==> src/design/sacr_defines.svh <==
// Overview of operation
// - all registers read/write except identity and status
// - reset loads documented default into every bit
// - identity holds part code and revision code
// - status bits report clock error and overflows
// - channel power-down real only after global bit or both channels down
// - channel bit powers down or mutes stage
// - global bit gives low power, keeps registers
// - auto speed ignores field, uses detected ratio
// - speed field selects quarter/half/single/double rate
// - float: master floats all, slave data only
// - mic preamp and bias power-down default one
// - clock halving ignored in slave without auto
// - role bit: zero slave, one master
// - format bit: zero left-justified, one I2S
// - mix bit selects raw or processed data, processed only with engine enable bit set
// - differential mix bit outputs (A-B)/2 mono
// - engine enable bit routes converter data
`ifndef SACR_DEFINES_SVH
`define SACR_DEFINES_SVH

`define SACR_ADDR_ID      8'h01
`define SACR_ADDR_PWR     8'h02
`define SACR_ADDR_MICSPD  8'h03
`define SACR_ADDR_IFC     8'h04
`define SACR_ADDR_ENG     8'h09
`define SACR_ADDR_RRATE   8'h1d
`define SACR_ADDR_THRESH  8'h1e
`define SACR_ADDR_GATE    8'h1f
`define SACR_ADDR_STATUS  8'h20
`define SACR_ADDR_RSVD21  8'h21

`define SACR_RST_PWR      8'h00
`define SACR_RST_MICSPD   8'hae
`define SACR_RST_IFC      8'h00
`define SACR_RST_ENG      8'h02
`define SACR_RST_RRATE    8'h3f
`define SACR_RST_THRESH   8'h00
`define SACR_RST_GATE     8'h00
`define SACR_RST_STATUS   8'h00
`define SACR_RST_RSVD21   8'h50
`define SACR_UNMAPPED     8'h00

// arbitrary neutral identity values
`define SACR_PART_CODE    5'h0a
`define SACR_REV_CODE     3'h2

// power control fields
`define SACR_PWR_GLOBAL   0
`define SACR_PWR_CONV_A   1
`define SACR_PWR_CONV_B   2
`define SACR_PWR_AMP_A    3
`define SACR_PWR_AMP_B    4
// mic power and speed fields
`define SACR_MS_HALVE     0
`define SACR_MS_BIAS      1
`define SACR_MS_MIC_A     2
`define SACR_MS_MIC_B     3
`define SACR_MS_FLOAT     4
`define SACR_MS_SPD_LO    5
`define SACR_MS_SPD_HI    6
`define SACR_MS_AUTO      7
// interface fields
`define SACR_IF_DIFFMIX   0
`define SACR_IF_PROC      1
`define SACR_IF_FMT       2
`define SACR_IF_MASTER    6
// engine control field
`define SACR_ENG_SRC      6
// status field width
`define SACR_STATUS_BITS  7

`endif

==> src/design/sacr_pkg.sv <==
package sacr_pkg;
  // speed modes in field encoding
  typedef enum logic [1:0] {
    SACR_DOUBLE_RATE  = 2'h0,
    SACR_SINGLE_RATE  = 2'h1,
    SACR_HALF_RATE    = 2'h2,
    SACR_QUARTER_RATE = 2'h3
  } sacr_speed_t;

  // whole state of the register bank
  typedef struct packed {
    logic [7:0]  pwr;
    logic [7:0]  micspd;
    logic [7:0]  ifc;
    logic [7:0]  eng;
    logic [7:0]  rrate;
    logic [7:0]  thresh;
    logic [7:0]  gate;
    logic [7:0]  status;
    logic [7:0]  rsvd21;
    logic        armed;
    logic [7:0]  rdata;
    logic        low_power;
    logic [1:0]  conv_pd;
    logic [1:0]  conv_mute;
    logic [1:0]  amp_pd;
    logic [1:0]  amp_mute;
    logic [1:0]  mic_pd;
    logic        bias_pd;
    sacr_speed_t speed;
    logic        halve;
    logic        master;
    logic        clk_oe;
    logic        data_oe;
    logic        i2s;
    logic        processed;
    logic        diff_mix;
    logic        engine_src;
  } sacr_state_t;
endpackage

==> src/design/sacr_regs.sv <==
`timescale 1ns/1ps
`default_nettype none
`include "sacr_defines.svh"

module sacr_regs (
  input  wire logic       clk,
  input  wire logic       rst_n,
  input  wire logic       reg_wr,
  input  wire logic       reg_rd,
  input  wire logic [7:0] reg_addr,
  input  wire logic [7:0] reg_wdata,
  input  wire logic [6:0] status_events,
  input  wire logic [1:0] detected_speed,
  output logic      [7:0] reg_rdata,
  output logic            low_power,
  output logic      [1:0] conv_power_down,
  output logic      [1:0] conv_mute,
  output logic      [1:0] amp_power_down,
  output logic      [1:0] amp_mute,
  output logic      [1:0] mic_preamp_power_down,
  output logic            mic_bias_power_down,
  output logic      [1:0] speed_mode,
  output logic            master_clock_halve,
  output logic            master_mode,
  output logic            serial_clock_oe,
  output logic            serial_data_output_oe,
  output logic            output_format_select,
  output logic            processed_output_select,
  output logic            differential_mix_enable,
  output logic            engine_source_enable
);

  sacr_pkg::sacr_state_t s_r;
  sacr_pkg::sacr_state_t s_nxt;

  logic [7:0] id_word;
  logic [7:0] ms;
  logic [7:0] pw;

  // fixed identity word
  assign id_word = {`SACR_PART_CODE, `SACR_REV_CODE};

  // next state: writes, status, read data, derived controls
  always_comb begin
    s_nxt = s_r;
    if (reg_wr) begin
      case (reg_addr)
        `SACR_ADDR_PWR:    s_nxt.pwr = reg_wdata;
        `SACR_ADDR_MICSPD: s_nxt.micspd = reg_wdata;
        `SACR_ADDR_IFC:    s_nxt.ifc = reg_wdata;
        `SACR_ADDR_ENG:    s_nxt.eng = reg_wdata;
        `SACR_ADDR_RRATE:  s_nxt.rrate = reg_wdata;
        `SACR_ADDR_THRESH: s_nxt.thresh = reg_wdata;
        `SACR_ADDR_GATE:   s_nxt.gate = reg_wdata;
        `SACR_ADDR_RSVD21: s_nxt.rsvd21 = reg_wdata;
        default:           s_nxt.pwr = s_r.pwr;
      endcase
    end
    // read data, status cleared by a read
    if (reg_rd) begin
      case (reg_addr)
        `SACR_ADDR_ID:     s_nxt.rdata = id_word;
        `SACR_ADDR_PWR:    s_nxt.rdata = s_r.pwr;
        `SACR_ADDR_MICSPD: s_nxt.rdata = s_r.micspd;
        `SACR_ADDR_IFC:    s_nxt.rdata = s_r.ifc;
        `SACR_ADDR_ENG:    s_nxt.rdata = s_r.eng;
        `SACR_ADDR_RRATE:  s_nxt.rdata = s_r.rrate;
        `SACR_ADDR_THRESH: s_nxt.rdata = s_r.thresh;
        `SACR_ADDR_GATE:   s_nxt.rdata = s_r.gate;
        `SACR_ADDR_STATUS: s_nxt.rdata = s_r.status;
        `SACR_ADDR_RSVD21: s_nxt.rdata = s_r.rsvd21;
        default:           s_nxt.rdata = `SACR_UNMAPPED;
      endcase
      if (reg_addr == `SACR_ADDR_STATUS) begin
        s_nxt.status = 8'h00;
      end
    end
    // sticky events, a set wins over the read clear
    s_nxt.status[`SACR_STATUS_BITS-1:0] = s_nxt.status[`SACR_STATUS_BITS-1:0]
                                          | status_events;
    s_nxt.status[7] = 1'b0;
    // arming of real channel power-down
    pw = s_r.pwr;
    ms = s_r.micspd;
    if (pw[`SACR_PWR_GLOBAL]
        || (pw[`SACR_PWR_CONV_A] && pw[`SACR_PWR_CONV_B])
        || (pw[`SACR_PWR_AMP_A] && pw[`SACR_PWR_AMP_B])) begin
      s_nxt.armed = 1'b1;
    end else if (pw[`SACR_PWR_AMP_B:`SACR_PWR_CONV_A] == 4'h0) begin
      s_nxt.armed = 1'b0;
    end
    // power controls
    s_nxt.low_power = pw[`SACR_PWR_GLOBAL];
    s_nxt.conv_pd   = pw[`SACR_PWR_CONV_B:`SACR_PWR_CONV_A]
                      & {2{s_r.armed}};
    s_nxt.conv_mute = pw[`SACR_PWR_CONV_B:`SACR_PWR_CONV_A]
                      & {2{~s_r.armed}};
    s_nxt.amp_pd    = pw[`SACR_PWR_AMP_B:`SACR_PWR_AMP_A]
                      & {2{s_r.armed}};
    s_nxt.amp_mute  = pw[`SACR_PWR_AMP_B:`SACR_PWR_AMP_A]
                      & {2{~s_r.armed}};
    s_nxt.mic_pd    = ms[`SACR_MS_MIC_B:`SACR_MS_MIC_A];
    s_nxt.bias_pd   = ms[`SACR_MS_BIAS];
    // speed and clocking
    if (ms[`SACR_MS_AUTO]) begin
      s_nxt.speed = sacr_pkg::sacr_speed_t'(detected_speed);
    end else begin
      s_nxt.speed = sacr_pkg::sacr_speed_t'(ms[`SACR_MS_SPD_HI:`SACR_MS_SPD_LO]);
    end
    s_nxt.master = s_r.ifc[`SACR_IF_MASTER];
    s_nxt.halve  = ms[`SACR_MS_HALVE]
                   & (s_r.ifc[`SACR_IF_MASTER] | ms[`SACR_MS_AUTO]);
    // serial port drive
    s_nxt.clk_oe  = s_r.ifc[`SACR_IF_MASTER] & ~ms[`SACR_MS_FLOAT];
    s_nxt.data_oe = ~ms[`SACR_MS_FLOAT];
    // format and routing
    s_nxt.i2s        = s_r.ifc[`SACR_IF_FMT];
    s_nxt.engine_src = s_r.eng[`SACR_ENG_SRC];
    s_nxt.processed  = s_r.ifc[`SACR_IF_PROC] & s_r.eng[`SACR_ENG_SRC];
    s_nxt.diff_mix   = s_r.ifc[`SACR_IF_DIFFMIX];
  end

  // state register with synchronous reset to defaults
  always_ff @(posedge clk) begin
    if (!rst_n) begin
      s_r            <= '0;
      s_r.pwr        <= `SACR_RST_PWR;
      s_r.micspd     <= `SACR_RST_MICSPD;
      s_r.ifc        <= `SACR_RST_IFC;
      s_r.eng        <= `SACR_RST_ENG;
      s_r.rrate      <= `SACR_RST_RRATE;
      s_r.thresh     <= `SACR_RST_THRESH;
      s_r.gate       <= `SACR_RST_GATE;
      s_r.status     <= `SACR_RST_STATUS;
      s_r.rsvd21     <= `SACR_RST_RSVD21;
      s_r.mic_pd     <= 2'h3;
      s_r.bias_pd    <= 1'b1;
      s_r.speed      <= sacr_pkg::SACR_SINGLE_RATE;
      s_r.data_oe    <= 1'b1;
    end else begin
      s_r <= s_nxt;
    end
  end

  // outputs straight from the state register
  assign reg_rdata               = s_r.rdata;
  assign low_power               = s_r.low_power;
  assign conv_power_down         = s_r.conv_pd;
  assign conv_mute               = s_r.conv_mute;
  assign amp_power_down          = s_r.amp_pd;
  assign amp_mute                = s_r.amp_mute;
  assign mic_preamp_power_down   = s_r.mic_pd;
  assign mic_bias_power_down     = s_r.bias_pd;
  assign speed_mode              = s_r.speed;
  assign master_clock_halve      = s_r.halve;
  assign master_mode             = s_r.master;
  assign serial_clock_oe         = s_r.clk_oe;
  assign serial_data_output_oe   = s_r.data_oe;
  assign output_format_select    = s_r.i2s;
  assign processed_output_select = s_r.processed;
  assign differential_mix_enable = s_r.diff_mix;
  assign engine_source_enable    = s_r.engine_src;

  // checks on the bank
  a_id_readback: assert property (@(posedge clk) disable iff (!rst_n)
    reg_rd && reg_addr == `SACR_ADDR_ID |=> reg_rdata == id_word)
    else $error("identity read mismatch");

  a_ro_status_kept: assert property (@(posedge clk) disable iff (!rst_n)
    reg_wr && !reg_rd && reg_addr == `SACR_ADDR_STATUS
    |=> s_r.status == ($past(s_r.status) | {1'b0, $past(status_events)}))
    else $error("status changed by write");

  a_event_sticky: assert property (@(posedge clk) disable iff (!rst_n)
    status_events[6] |=> s_r.status[6])
    else $error("status event lost");

  a_reset_mic: assert property (@(posedge clk)
    !rst_n |=> s_r.micspd == `SACR_RST_MICSPD && s_r.rrate == `SACR_RST_RRATE)
    else $error("reset default wrong");

  a_rw_write: assert property (@(posedge clk) disable iff (!rst_n)
    reg_wr && reg_addr == `SACR_ADDR_IFC |=> s_r.ifc == $past(reg_wdata)
    ##1 master_mode == $past(s_r.ifc[`SACR_IF_MASTER]))
    else $error("interface write lost");

  a_mute_not_pd: assert property (@(posedge clk) disable iff (!rst_n)
    (conv_mute & conv_power_down) == 2'h0)
    else $error("channel both muted and down");

  a_global_keeps: assert property (@(posedge clk) disable iff (!rst_n)
    low_power && !reg_wr |=> $stable(s_r.micspd) && $stable(s_r.ifc))
    else $error("registers lost in low power");

  a_auto_speed: assert property (@(posedge clk) disable iff (!rst_n)
    s_r.micspd[`SACR_MS_AUTO] && $stable(s_r.micspd) |=> speed_mode == $past(detected_speed))
    else $error("auto speed not followed");

  a_float_slave: assert property (@(posedge clk) disable iff (!rst_n)
    !serial_data_output_oe |-> !serial_clock_oe)
    else $error("clock driven while floating");

  a_halve_slave: assert property (@(posedge clk) disable iff (!rst_n)
    !s_r.ifc[`SACR_IF_MASTER] && !s_r.micspd[`SACR_MS_AUTO] |=> !master_clock_halve)
    else $error("halving in slave without auto");

  a_proc_route: assert property (@(posedge clk) disable iff (!rst_n)
    processed_output_select |-> $past(s_r.eng[`SACR_ENG_SRC]) && $past(s_r.ifc[`SACR_IF_PROC]))
    else $error("processed route without engine");

  // register writes land, read data holds, outputs follow their fields
  a_pwr_write: assert property (@(posedge clk) disable iff (!rst_n)
    reg_wr && reg_addr == `SACR_ADDR_PWR |=> s_r.pwr == $past(reg_wdata))
    else $error("power write lost");

  a_micspd_write: assert property (@(posedge clk) disable iff (!rst_n)
    reg_wr && reg_addr == `SACR_ADDR_MICSPD |=> s_r.micspd == $past(reg_wdata))
    else $error("mic and speed write lost");

  a_eng_write: assert property (@(posedge clk) disable iff (!rst_n)
    reg_wr && reg_addr == `SACR_ADDR_ENG |=> s_r.eng == $past(reg_wdata))
    else $error("engine write lost");

  a_thresh_write: assert property (@(posedge clk) disable iff (!rst_n)
    reg_wr && reg_addr == `SACR_ADDR_THRESH |=> s_r.thresh == $past(reg_wdata))
    else $error("threshold write lost");

  a_rdata_hold: assert property (@(posedge clk) disable iff (!rst_n)
    !reg_rd |=> $stable(reg_rdata))
    else $error("read data moved without read");

  a_status_clear: assert property (@(posedge clk) disable iff (!rst_n)
    reg_rd && reg_addr == `SACR_ADDR_STATUS |=> s_r.status == {1'b0, $past(status_events)})
    else $error("status not cleared by read");

  a_low_power: assert property (@(posedge clk) disable iff (!rst_n)
    1'b1 |=> low_power == $past(s_r.pwr[`SACR_PWR_GLOBAL]))
    else $error("low power not following global bit");

  a_arm_global: assert property (@(posedge clk) disable iff (!rst_n)
    s_r.pwr[`SACR_PWR_GLOBAL] |=> s_r.armed)
    else $error("global down did not arm channels");

  a_unarmed_no_pd: assert property (@(posedge clk) disable iff (!rst_n)
    !s_r.armed |=> conv_power_down == 2'h0 && amp_power_down == 2'h0)
    else $error("channel powered down without arming");

  a_armed_pd: assert property (@(posedge clk) disable iff (!rst_n)
    s_r.armed |=> conv_power_down == $past(s_r.pwr[`SACR_PWR_CONV_B:`SACR_PWR_CONV_A])
    && amp_power_down == $past(s_r.pwr[`SACR_PWR_AMP_B:`SACR_PWR_AMP_A]))
    else $error("armed channel not powered down");

  a_unarmed_mute: assert property (@(posedge clk) disable iff (!rst_n)
    !s_r.armed |=> conv_mute == $past(s_r.pwr[`SACR_PWR_CONV_B:`SACR_PWR_CONV_A])
    && amp_mute == $past(s_r.pwr[`SACR_PWR_AMP_B:`SACR_PWR_AMP_A]))
    else $error("unarmed channel not muted");

  a_mic_follow: assert property (@(posedge clk) disable iff (!rst_n)
    1'b1 |=> mic_preamp_power_down == $past(s_r.micspd[`SACR_MS_MIC_B:`SACR_MS_MIC_A]))
    else $error("preamp power-down wrong");

  a_bias_follow: assert property (@(posedge clk) disable iff (!rst_n)
    1'b1 |=> mic_bias_power_down == $past(s_r.micspd[`SACR_MS_BIAS]))
    else $error("bias power-down wrong");

  a_fixed_speed: assert property (@(posedge clk) disable iff (!rst_n)
    !s_r.micspd[`SACR_MS_AUTO]
    |=> speed_mode == $past(s_r.micspd[`SACR_MS_SPD_HI:`SACR_MS_SPD_LO]))
    else $error("fixed speed not followed");

  a_role_follow: assert property (@(posedge clk) disable iff (!rst_n)
    1'b1 |=> master_mode == $past(s_r.ifc[`SACR_IF_MASTER]))
    else $error("role output wrong");

  a_master_drive: assert property (@(posedge clk) disable iff (!rst_n)
    s_r.ifc[`SACR_IF_MASTER] && !s_r.micspd[`SACR_MS_FLOAT] |=> serial_clock_oe)
    else $error("master clocks not driven");

  a_slave_clk_in: assert property (@(posedge clk) disable iff (!rst_n)
    !s_r.ifc[`SACR_IF_MASTER] |=> !serial_clock_oe)
    else $error("slave drives clock pins");

  a_data_float: assert property (@(posedge clk) disable iff (!rst_n)
    1'b1 |=> serial_data_output_oe == !$past(s_r.micspd[`SACR_MS_FLOAT]))
    else $error("data output drive wrong");

  a_halve_master: assert property (@(posedge clk) disable iff (!rst_n)
    s_r.ifc[`SACR_IF_MASTER] |=> master_clock_halve == $past(s_r.micspd[`SACR_MS_HALVE]))
    else $error("halving not honoured as master");

  a_format_follow: assert property (@(posedge clk) disable iff (!rst_n)
    1'b1 |=> output_format_select == $past(s_r.ifc[`SACR_IF_FMT]))
    else $error("format select wrong");

  a_raw_route: assert property (@(posedge clk) disable iff (!rst_n)
    !s_r.ifc[`SACR_IF_PROC] |=> !processed_output_select)
    else $error("processed route without mix bit");

  a_diff_follow: assert property (@(posedge clk) disable iff (!rst_n)
    1'b1 |=> differential_mix_enable == $past(s_r.ifc[`SACR_IF_DIFFMIX]))
    else $error("differential mix wrong");

  a_engine_follow: assert property (@(posedge clk) disable iff (!rst_n)
    1'b1 |=> engine_source_enable == $past(s_r.eng[`SACR_ENG_SRC]))
    else $error("engine source wrong");

endmodule // sacr_regs
`default_nettype wire

==> config.mk <==
export PLATFORM = sky130hd
export DESIGN_NAME = sacr_regs
export DESIGN_NICKNAME = d
export VERILOG_FILES = /design/src/design/sacr_pkg.sv /design/src/design/sacr_regs.sv
export VERILOG_INCLUDE_DIRS = /design/src /design/src/design
export SDC_FILE = /design/constraint.sdc
export NUM_CORES = 1
export LEC_CHECK = 0
export BUFFER_PORTS_ARGS = -buffer_cell sky130_fd_sc_hd__buf_2
export CORE_MARGIN = 5
export CORE_UTILIZATION = 35
export DETAILED_ROUTE_END_ITERATION = 12
export GPL_ROUTABILITY_DRIVEN = 0
export PLACE_DENSITY = 0.59
export SYNTH_ARGS = -nofsm -noshare
export SYNTH_HDL_FRONTEND = slang
export SYNTH_SLANG_ARGS = --single-unit
export TNS_END_PERCENT = 100
==> constraint.sdc <==
create_clock -name clk -period 1.9 [get_ports clk]
set_input_delay 0.285 -clock clk [delete_from_list [all_inputs] [get_ports clk]]
set_output_delay 0.285 -clock clk [all_outputs]
set_load 0.02 [all_outputs]
==> results.json, run 1 <==
{
  "synth_nets": 503,
  "critPathBufInv": 1,
  "p_per_area_nw_per_um2": 826,
  "grt_max_degree": 73,
  "htree_levels": 3,
  "synth_ff_type": "dfxtp_1",
  "synth_most_common_cell": "dfxtp_1",
  "clock_latency_ns": 0.35,
  "cts_sinks": 102,
  "antenna_found_initial": 0,
  "synth_largest_area_cell": "dfxtp_1",
  "yosysWarnings": 0,
  "finClkSkew_ns": 0.00628,
  "cp-start-kind": "primary input",
  "fin_util": 0.409,
  "seqPwrFrac": 0.483,
  "ant_nets": 0,
  "cp.arrival_ns": 1.93,
  "synthArstFlopShare": 0,
  "p_switching_mw": 1.02,
  "drc": 0,
  "num_antenna_cells": 0,
  "critical_path_class": "in -> reg",
  "grt_pass1_wl_um": 19300,
  "avgSynthCellArea_sq_um": 9.96,
  "setup_viol": 0,
  "hold_viol_final": 0,
  "io_pins": 59,
  "yosys-top-cells-count": "102 x dfxtp_1, 58 x mux2i_1, 54 x nor2b_1",
  "p_leak_nw": 2.39,
  "ys_seq_area_frac": 0.432,
  "die_x_um": 126,
  "cts_tree": "built",
  "placed_cells": 673,
  "hpwl_um": 8740,
  "nFillCells": 1340,
  "drt-vias-per-instance": 5.08,
  "clockPowerShare": 0.455,
  "core_area_sq_um": 13200,
  "status": "finished clean",
  "synthTopCellsByArea": "dfxtp_1 43%, mux2i_1 12%, nor2b_1 7.2%",
  "grt_usage": 0.154,
  "die_area_sq_um": 15900,
  "grt_overflow_total": 0,
  "syn_to_final_growth_pct": 14.8,
  "relSlewSlack": 0.490,
  "critPathCaptureType": "register",
  "path_max_fanout": 12,
  "fin_cells": 689,
  "drt-pass1-iter-count": 4,
  "rsz0062_at_grt": "false",
  "cts_buffers": 9,
  "fin_crit_ns": 1.64,
  "crit_chain": "buf_2 > and4b_1 > nand2_1 > o211ai_1 > a2bb2oi_1",
  "grt_pass1_vias": 3580,
  "die_y_um": 126,
  "drive_gt1_frac": 0.230,
  "worst_ep_required_time_ns": 2.18,
  "internal_power_mw": 3.46,
  "cts.clk_slew.worst_paths_ns": 0.07,
  "fmax_ghz": 0.608,
  "worst_pin_slew_ns": 0.763,
  "wl_um": 11800,
  "cts_setup_buffers": 0,
  "via_count": 3497,
  "hold_path.class": "in -> reg",
  "postCtsHoldBufs": 0,
  "synth_edf_count": 0,
  "ys_seq_elements": 102,
  "synth_area_sq_um": 4720,
  "drt_iter0_markers": 266,
  "finalPower_mw": 4.48,
  "cts_resized": 0,
  "critPathMaxStageDelay_ns": 0.57,
  "critPathTopFamily": "simple AND/OR/NAND/NOR gates",
  "start_util": 0.357,
  "max-vdd-ir-drop_uv": 436,
  "synth.top_cell.area_share": 0.432,
  "num_rows": 42,
  "wire_per_inst_um": 17.2,
  "cap_violations": 0,
  "postSynthCellCount": 474,
  "nets": 537,
  "clockBufferDepth": 2,
  "slew_violations": 0,
  "p_sw_frac": 0.227,
  "synthDistinctLibCells": 49,
  "cp_slowest_cell": "and4b_1",
  "io_buffers": 58,
  "combinationalPowerShare": 0.062,
  "post-route-period-util": 0.866,
  "cts-root-buf": "clkbuf_16"
}
-- worst reg2reg max path: cells and delay by family, from the launching register on --
family             cells  cell delay [ns]
AOI/OAI and AO/OA      3             0.49
DFF                    1             0.32
muxes                  1             0.27
-- sequential cells by signal (all words and copies together), names as in the netlist --
register	cells
amp_mute	2
amp_power_down	2
conv_mute	2
conv_power_down	2
differential_mix_enable	1
engine_source_enable	1
low_power	1
master_clock_halve	1
master_mode	1
mic_bias_power_down	1
mic_preamp_power_down	2
ms	8
output_format_select	1
processed_output_select	1
pw	8
reg_rdata	8
s_nxt	4
s_r	52
serial_clock_oe	1
serial_data_output_oe	1
speed_mode	2
-- placed cells by master, fill, tap and decap left out, types with 3 or more instances in the layout --
cell type,synthesis,final
mux2_2,10,10
nand4_4,3,3
nor2b_1,54,54
nor2_1,5,5
o22ai_1,3,3
buf_2,11,58
and2_1,14,14
a21oi_1,10,10
buf_4,23,19
dfxtp_1,102,102
nand3_1,21,21
nand4_1,10,10
a22oi_1,11,11
nand2b_1,6,6
a21boi_0,8,8
nand2_1,40,40
a2bb2oi_1,5,5
and3b_1,4,4
and3_1,7,7
clkbuf_16,0,9
o32a_1,3,3
a32oi_1,3,3
o211ai_1,6,6
mux2i_1,58,58
nor4b_4,4,4
-- cells by family after synthesis --
| family | synth area share |
|---|---|
| AOI/OAI and AO/OA | 0.0970 |
| muxes | 0.147 |
| buffers and inverters | 0.0665 |
| and+or+nand+nor | 0.257 |
| DFF | 0.432 |
-- path summary, 6_finish.rpt --
| check | depth (start not counted) | to | slack, ns | startpoint |
|---|---|---|---|---|
| min | 3 | s_r[45] | 0.16 | status_events[6] |
| max reg2reg | 4 | reg_rdata[3] | 0.70 | s_r[50] |
| max | 5 | reg_rdata[0] | 0.26 | reg_addr[2] |
| min reg2reg | 1 | serial_data_output_oe | 0.45 | ms[4] |
-- layout make-up --
cell class | count | area [sq um] | share of cell area
multi-input cells | 315 | 2370 | 0.437
flip-flops and latches | 102 | 2040 | 0.377
repair buffers | 78 | 453 | 0.0836
clock buffers | 10 | 239 | 0.0441
well taps | 176 | 220 | 0.0406
clock inverters | 6 | 92.6 | 0.0171
inverters | 2 | 7.51 | 0.00139
-- power by group through the flow --
stage                     combinational [mW]  clock [mW]  sequential (mW)
after floorplan                        0.176           0             2.21
after global placement                 0.275           0             2.21
after detailed placement               0.279           0             2.21
after CTS                              0.280        2.08             2.16
after global routing                   0.304        2.19             2.16
final                                  0.278        2.04             2.16
-- metal layers --
metal,track usage,vias up,share of wire
li1,-,1731,-
met1,0.202,1665,0.47
met2,0.246,85,0.46
met3,0.0394,16,0.047
met4,0.0543,0,0.020
met5,0,-,0
-- metrics by stage --
stage	setup slack, ns	hold WS [ns]	cell area, sq um	TNS (ns)
6_report	0.255	0.159	5420	0
5_1_grt	0.139	0.162	5420	0
4_1_cts	0.252	0.149	5420	0
3_5_place_dp	-0.125	0.436	5090	-0.438
3_3_place_gp	-0.102	0.440	5090	-0.324
2_1_floorplan	0.357	0.384	4720	0
Note: power is estimated with default switching activity, not from simulation.
==> run 2: changes to the inputs <==
--- a/config.mk
+++ b/config.mk
@@ -11,6 +11,7 @@
 export CORE_UTILIZATION = 35
 export DETAILED_ROUTE_END_ITERATION = 12
 export GPL_ROUTABILITY_DRIVEN = 0
+export GPL_TIMING_DRIVEN = 0
 export PLACE_DENSITY = 0.59
 export SYNTH_ARGS = -nofsm -noshare
 export SYNTH_HDL_FRONTEND = slang
==> constraint.sdc (replaced) <==
create_clock -name clk -period 1.69 [get_ports clk]
set_input_delay 0.2535 -clock clk [delete_from_list [all_inputs] [get_ports clk]]
set_output_delay 0.2535 -clock clk [all_outputs]
set_load 0.02 [all_outputs]
==> run 2 against run 1 <==
Global-route usage increased by 1.0 points; sequential power is 12% higher; non-clock buffer count grew 29; combinational power up 17%; die area stayed put; worst setup slack got worse by 0.18 ns; first-iteration DRC count up 13%; routed wire length up 8.2%; power is 8.4% higher; register-to-register slack got worse by 0.28 ns; sequential cell count unchanged.
==> results.json, run 2 (same netlist as run 1, synthesis figures left out) <==
{
  "fin_crit_ns": 1.61,
  "drt-pass1-iter-count": 4,
  "drive_gt1_frac": 0.234,
  "final_common_cell": "dfxtp_1",
  "grt_use_met3": 0.0318,
  "wire_per_inst_um": 17.8,
  "slew_violations": 0,
  "hold_viol_final": 0,
  "path_max_fanout": 10,
  "p_leak_nw": 2.46,
  "p_per_area_nw_per_um2": 879,
  "placed_cells": 699,
  "num_rows": 42,
  "grt_overflow_total": 0,
  "critPathBufInv": 3,
  "post-route-period-util": 0.954,
  "critPathTopFamily": "buffers and inverters",
  "clock_latency_ns": 0.35,
  "cts-root-buf": "clkbuf_16",
  "critical_path_class": "in -> reg",
  "cap_violations": 0,
  "nets": 566,
  "drt_iter0_markers": 300,
  "largest_register_ffs": 52,
  "fmax_ghz": 0.621,
  "crit_chain": "buf_2 > buf_2 > buf_2 > mux2_2 > a22oi_1 > o22ai_1 > a2bb2oi_1",
  "critPathMaxStageDelay_ns": 0.36,
  "drc": 0,
  "fin_cells": 718,
  "totalNegativeSetupSlack_ns": 0,
  "design_area_sq_um": 5520,
  "htree_levels": 3,
  "cts.clk_slew.worst_paths_ns": 0.07,
  "postPlaceCellArea_sq_um": 5190,
  "status": "finished clean",
  "grt_busiest_layer": "met2",
  "grt_max_degree": 18,
  "cp.arrival_ns": 1.83,
  "die_area_sq_um": 15900,
  "syn_to_final_growth_pct": 16.9,
  "die_x_um": 126,
  "seqCellArea_sq_um": 2040,
  "ant_nets": 0,
  "start_util": 0.357,
  "grt_usage": 0.164,
  "layout_common_cells": "102 x dfxtp_1, 60 x buf_2, 58 x mux2i_1",
  "relSlewSlack": 0.509,
  "r2r_slack_ns": 0.42,
  "worst_pin_slew_ns": 0.737,
  "io_buffers": 49,
  "grt_pass1_vias": 3795,
  "max-vdd-ir-drop_uv": 602,
  "nFillCells": 1372,
  "grt_pass1_wl_um": 20600,
  "hpwl_um": 9450,
  "finClkSkew_ns": 0.00659,
  "worst_ep_required_time_ns": 1.91,
  "max_flop_register": "s_r",
  "wl_um": 12800,
  "multi_input_area_sq_um": 2370,
  "hold_path.class": "in -> reg",
  "critPathCaptureType": "register",
  "clockBufferDepth": 2,
  "via_count": 3659,
  "cp-start-kind": "primary input",
  "cts_sinks": 102,
  "antenna_found_initial": 0,
  "cp_slowest_cell": "mux2_2",
  "postCtsHoldBufs": 0,
  "cts_buffers": 9,
  "die_y_um": 126,
  "io_pins": 59,
  "setup_viol": 0,
  "cp_common_cell": "buf_2",
  "core_area_sq_um": 13200,
  "use_met2": 0.258,
  "num_antenna_cells": 0,
  "drt-vias-per-instance": 5.10,
  "globalRouteMet1Util": 0.220,
  "cts_tree": "built"
}
==> run 2: cell count changes in the layout (fill, tap and decap cells not counted), moves of 2 or more <==
cell	change
clkbuf_2	+2
buf_4	+7
clkbuf_1	+19
buf_2	+2
==> run 2: worst paths after layout <==
| check | from | end | depth (start not counted) |
|---|---|---|---|
| worst max-delay path | reg_addr[1] | reg_rdata[3] | 7 |
| worst min-delay path | status_events[1] | s_r[40] | 3 |
| worst max register to register | s_r[70] | reg_rdata[7] | 4 |
| worst min register to register | ms[4] | serial_data_output_oe | 1 |
==> run 2: repair_timing <==
| action | 4_1_cts | 5_1_grt |
|---|---|---|
| setup endpoints to repair | 4 | 12 |
| gates resized for setup | 2 | 1 |
| pin swaps | 1 | 3 |
| setup buffers | 2 | 1 |
==> run 2: area by class of cell <==
cell class / instances / share of cell area
inverters: 2 / 0.00136
flip-flops and latches: 102 / 0.370
multi-input cells: 315 / 0.430
plain buffers: 55 / 0.0560
repair buffers: 52 / 0.0485
clock inverters: 6 / 0.0125
clock buffers: 10 / 0.0415
well taps: 176 / 0.0399
==> run 2: metal layers <==
layer,vias to the layer above,wire length (um)
met4,0,354
met5,-,0
li1,1783,-
met2,86,5840
met3,21,526
met1,1769,6070
==> run 2: tightest hold or removal path: stages <==
cell and delay [ns]:
buf_2 0.07, a21oi_1 0.03, nor2b_1 0.09
==> run 2: power by group <==
group	internal, mW	total, mW	leakage [nW]	switching [mW]
logic	0.115	0.325	1.49	0.210
clock network	1.16	2.10	0.143	0.936
registers	2.42	2.43	0.825	0.00965
==> run 2: per-stage QoR <==
step / hold WS [ns] / setup WS [ns] / total power [mW] / utilization
final: 0.136 / 0.0785 / 4.85 / 0.417
after global routing: 0.155 / -0.00367 / 5.02 / 0.417
after CTS: 0.124 / 0.0166 / 4.89 / 0.416
after detailed placement: 0.440 / -0.382 / 2.80 / 0.392
after global placement: 0.436 / -0.374 / 2.80 / 0.392
after floorplan: 0.382 / 0.179 / 2.68 / -
==> run 3: changes to the inputs <==
--- a/config.mk
+++ b/config.mk
@@ -6,7 +6,7 @@
 export SDC_FILE = /design/constraint.sdc
 export NUM_CORES = 1
 export LEC_CHECK = 0
-export BUFFER_PORTS_ARGS = -buffer_cell sky130_fd_sc_hd__buf_2
+export BUFFER_PORTS_ARGS = -buffer_cell sky130_fd_sc_hd__clkbuf_2
 export CORE_MARGIN = 5
 export CORE_UTILIZATION = 35
 export DETAILED_ROUTE_END_ITERATION = 12
==> run 3 against run 2 <==
Worst setup slack lost 0.015 ns; largest cell class unchanged; clock skew is 0.0012 ns higher; clock power is essentially flat; utilization is 0.14 points lower; routed wire length is 0.25% higher; register-to-register slack hardly changed; final area decreased by 0.34%; via count up 0.79%; cell count decreased by 0.28%; die area did not move; count of clock-buffer cells in the layout fell by 1; global-route usage is 0.17 points lower.
==> results.json, run 3 (same netlist as run 1, synthesis figures left out) <==
{
  "status": "finished clean",
  "max_flop_register": "s_r",
  "num_antenna_cells": 0,
  "r2r_slack_ns": 0.42,
  "grt_usage": 0.162,
  "die_y_um": 126,
  "critical_path_class": "in -> reg",
  "r2r_end": "reg_rdata[7]",
  "cts_tree": "built",
  "num_rows": 42,
  "hold_viol_final": 0,
  "worst_pin_slew_ns": 0.739,
  "wire_per_inst_um": 17.9,
  "cap_violations": 0,
  "worst_ep_required_time_ns": 1.92,
  "io_buffers": 49,
  "p_per_area_nw_per_um2": 884,
  "grt_overflow_total": 0,
  "final_common_cell": "dfxtp_1",
  "drive_gt1_frac": 0.233,
  "cts_buffers": 9,
  "core_area_sq_um": 13200,
  "clockBufferDepth": 2,
  "cp-start-kind": "primary input",
  "die_area_sq_um": 15900,
  "htree_levels": 3,
  "cp.arrival_ns": 1.85,
  "slew_violations": 0,
  "drt-vias-per-instance": 5.15,
  "finClkSkew_ns": 0.00784,
  "cts.clk_slew.worst_paths_ns": 0.07,
  "p_leak_nw": 2.44,
  "largest_register_ffs": 52,
  "fin_crit_ns": 1.63,
  "hpwl_um": 9410,
  "hp-start": "status_events[4]",
  "nFillCells": 1325,
  "worstRegToRegCells": 4,
  "cts_sinks": 102,
  "drt-pass1-iter-count": 5,
  "drc": 0,
  "cp_slowest_cell": "nor4b_4",
  "grt_pass1_vias": 3756,
  "fmax_ghz": 0.615,
  "via_count": 3688,
  "io_pins": 59,
  "layout_common_cells": "102 x dfxtp_1, 58 x mux2i_1, 54 x nor2b_1",
  "crit_chain": "clkbuf_2 > buf_2 > nor4b_4 > nand3_2 > mux2i_1 > nand2_1",
  "totalNegativeSetupSlack_ns": 0,
  "antenna_found_initial": 0,
  "syn_to_final_growth_pct": 16.5,
  "critPathCaptureType": "register",
  "cts-root-buf": "clkbuf_16",
  "relSlewSlack": 0.507,
  "grt_max_degree": 18,
  "ant_nets": 0,
  "min_to": "s_r[43]",
  "setup_viol": 0,
  "grt_pass1_wl_um": 20500,
  "rsz0062_at_grt": "false",
  "wl_um": 12800,
  "path_max_fanout": 10,
  "min_path_cells": 3,
  "die_x_um": 126,
  "finalPower_mw": 4.86,
  "start_util": 0.357,
  "clock_latency_ns": 0.35,
  "drt_iter0_markers": 254,
  "nets": 565,
  "post-route-period-util": 0.962,
  "critPathMaxStageDelay_ns": 0.57,
  "hold_path.class": "in -> reg",
  "max-vdd-ir-drop_uv": 421,
  "r2r-start": "s_r[70]"
}
[run 3: cell types whose count changed in the layout (fill, tap and decap cells not counted)]
cell	change
nand3_4	-1
buf_4	-1
clkbuf_1	-1
clkbuf_2	+49
nand3_2	+1
buf_2	-49
clkinv_4	-1
inv_6	+1
[run 3: layout make-up]
| type | count | area (sq um) | area share |
|---|---|---|---|
| Multi-Input combinational cell | 315 | 2370 | 0.430 |
| Clock buffer | 9 | 225 | 0.0410 |
| Buffer | 55 | 309 | 0.0562 |
| Timing Repair Buffer | 51 | 260 | 0.0473 |
| Inverter | 2 | 7.51 | 0.00137 |
| Tap cell | 176 | 220 | 0.0400 |
| Sequential cell | 102 | 2040 | 0.371 |
| Clock inverter | 6 | 68.8 | 0.0125 |
[run 3: worst max path at each step]
stage                               endpoint  slack, ns        start
after floorplan                 reg_rdata[1]       0.18  reg_addr[1]
after global placement    master_clock_halve      -0.38        rst_n
after detailed placement             s_r[35]      -0.36  reg_addr[1]
after CTS                            s_r[35]      0.004  reg_addr[1]
after global routing            reg_rdata[3]      0.009  reg_addr[1]
final                                s_r[35]       0.06  reg_addr[3]
[run 3: per-stage QoR]
| step | instances | utilization | instance area, sq um | setup slack, ns | hold slack [ns] |
|---|---|---|---|---|---|
| floorplan | 474 | - | 4720 | 0.179 | 0.382 |
| CTS | 714 | 0.414 | 5480 | 0.00410 | 0.127 |
| global placement | 699 | 0.392 | 5190 | -0.384 | 0.436 |
| finish | 716 | 0.415 | 5500 | 0.0637 | 0.135 |
| detailed placement | 699 | 0.392 | 5190 | -0.359 | 0.445 |
| global route | 716 | 0.415 | 5500 | 0.00918 | 0.141 |
[run 3: power breakdown]
part           total [mW]  switching [mW]  internal [mW]  leakage, nW
sequential           2.43         0.00953           2.42        0.825
clock                2.11           0.955           1.15        0.143
combinational       0.323           0.209          0.114         1.47
[run 3: what timing repair did]
action                     in CTS  in global routing
setup buffers                   0                  2
hold buffers                    0                  0
setup endpoints to repair       0                 33
gates resized for setup         0                  4
[run 3: critical path, delay by kind of cell]
kind | cells | cell delay [ns]
AND/OR/NAND/NOR | 3 | 1.02
multiplexers | 1 | 0.26
buffers and inverters | 2 | 0.30
[run 3: layer usage]
metal,GRT usage,part of all wire
met1,0.215,0.45
met2,0.262,0.47
met3,0.0296,0.049
met4,0.0669,0.030
met5,0,0
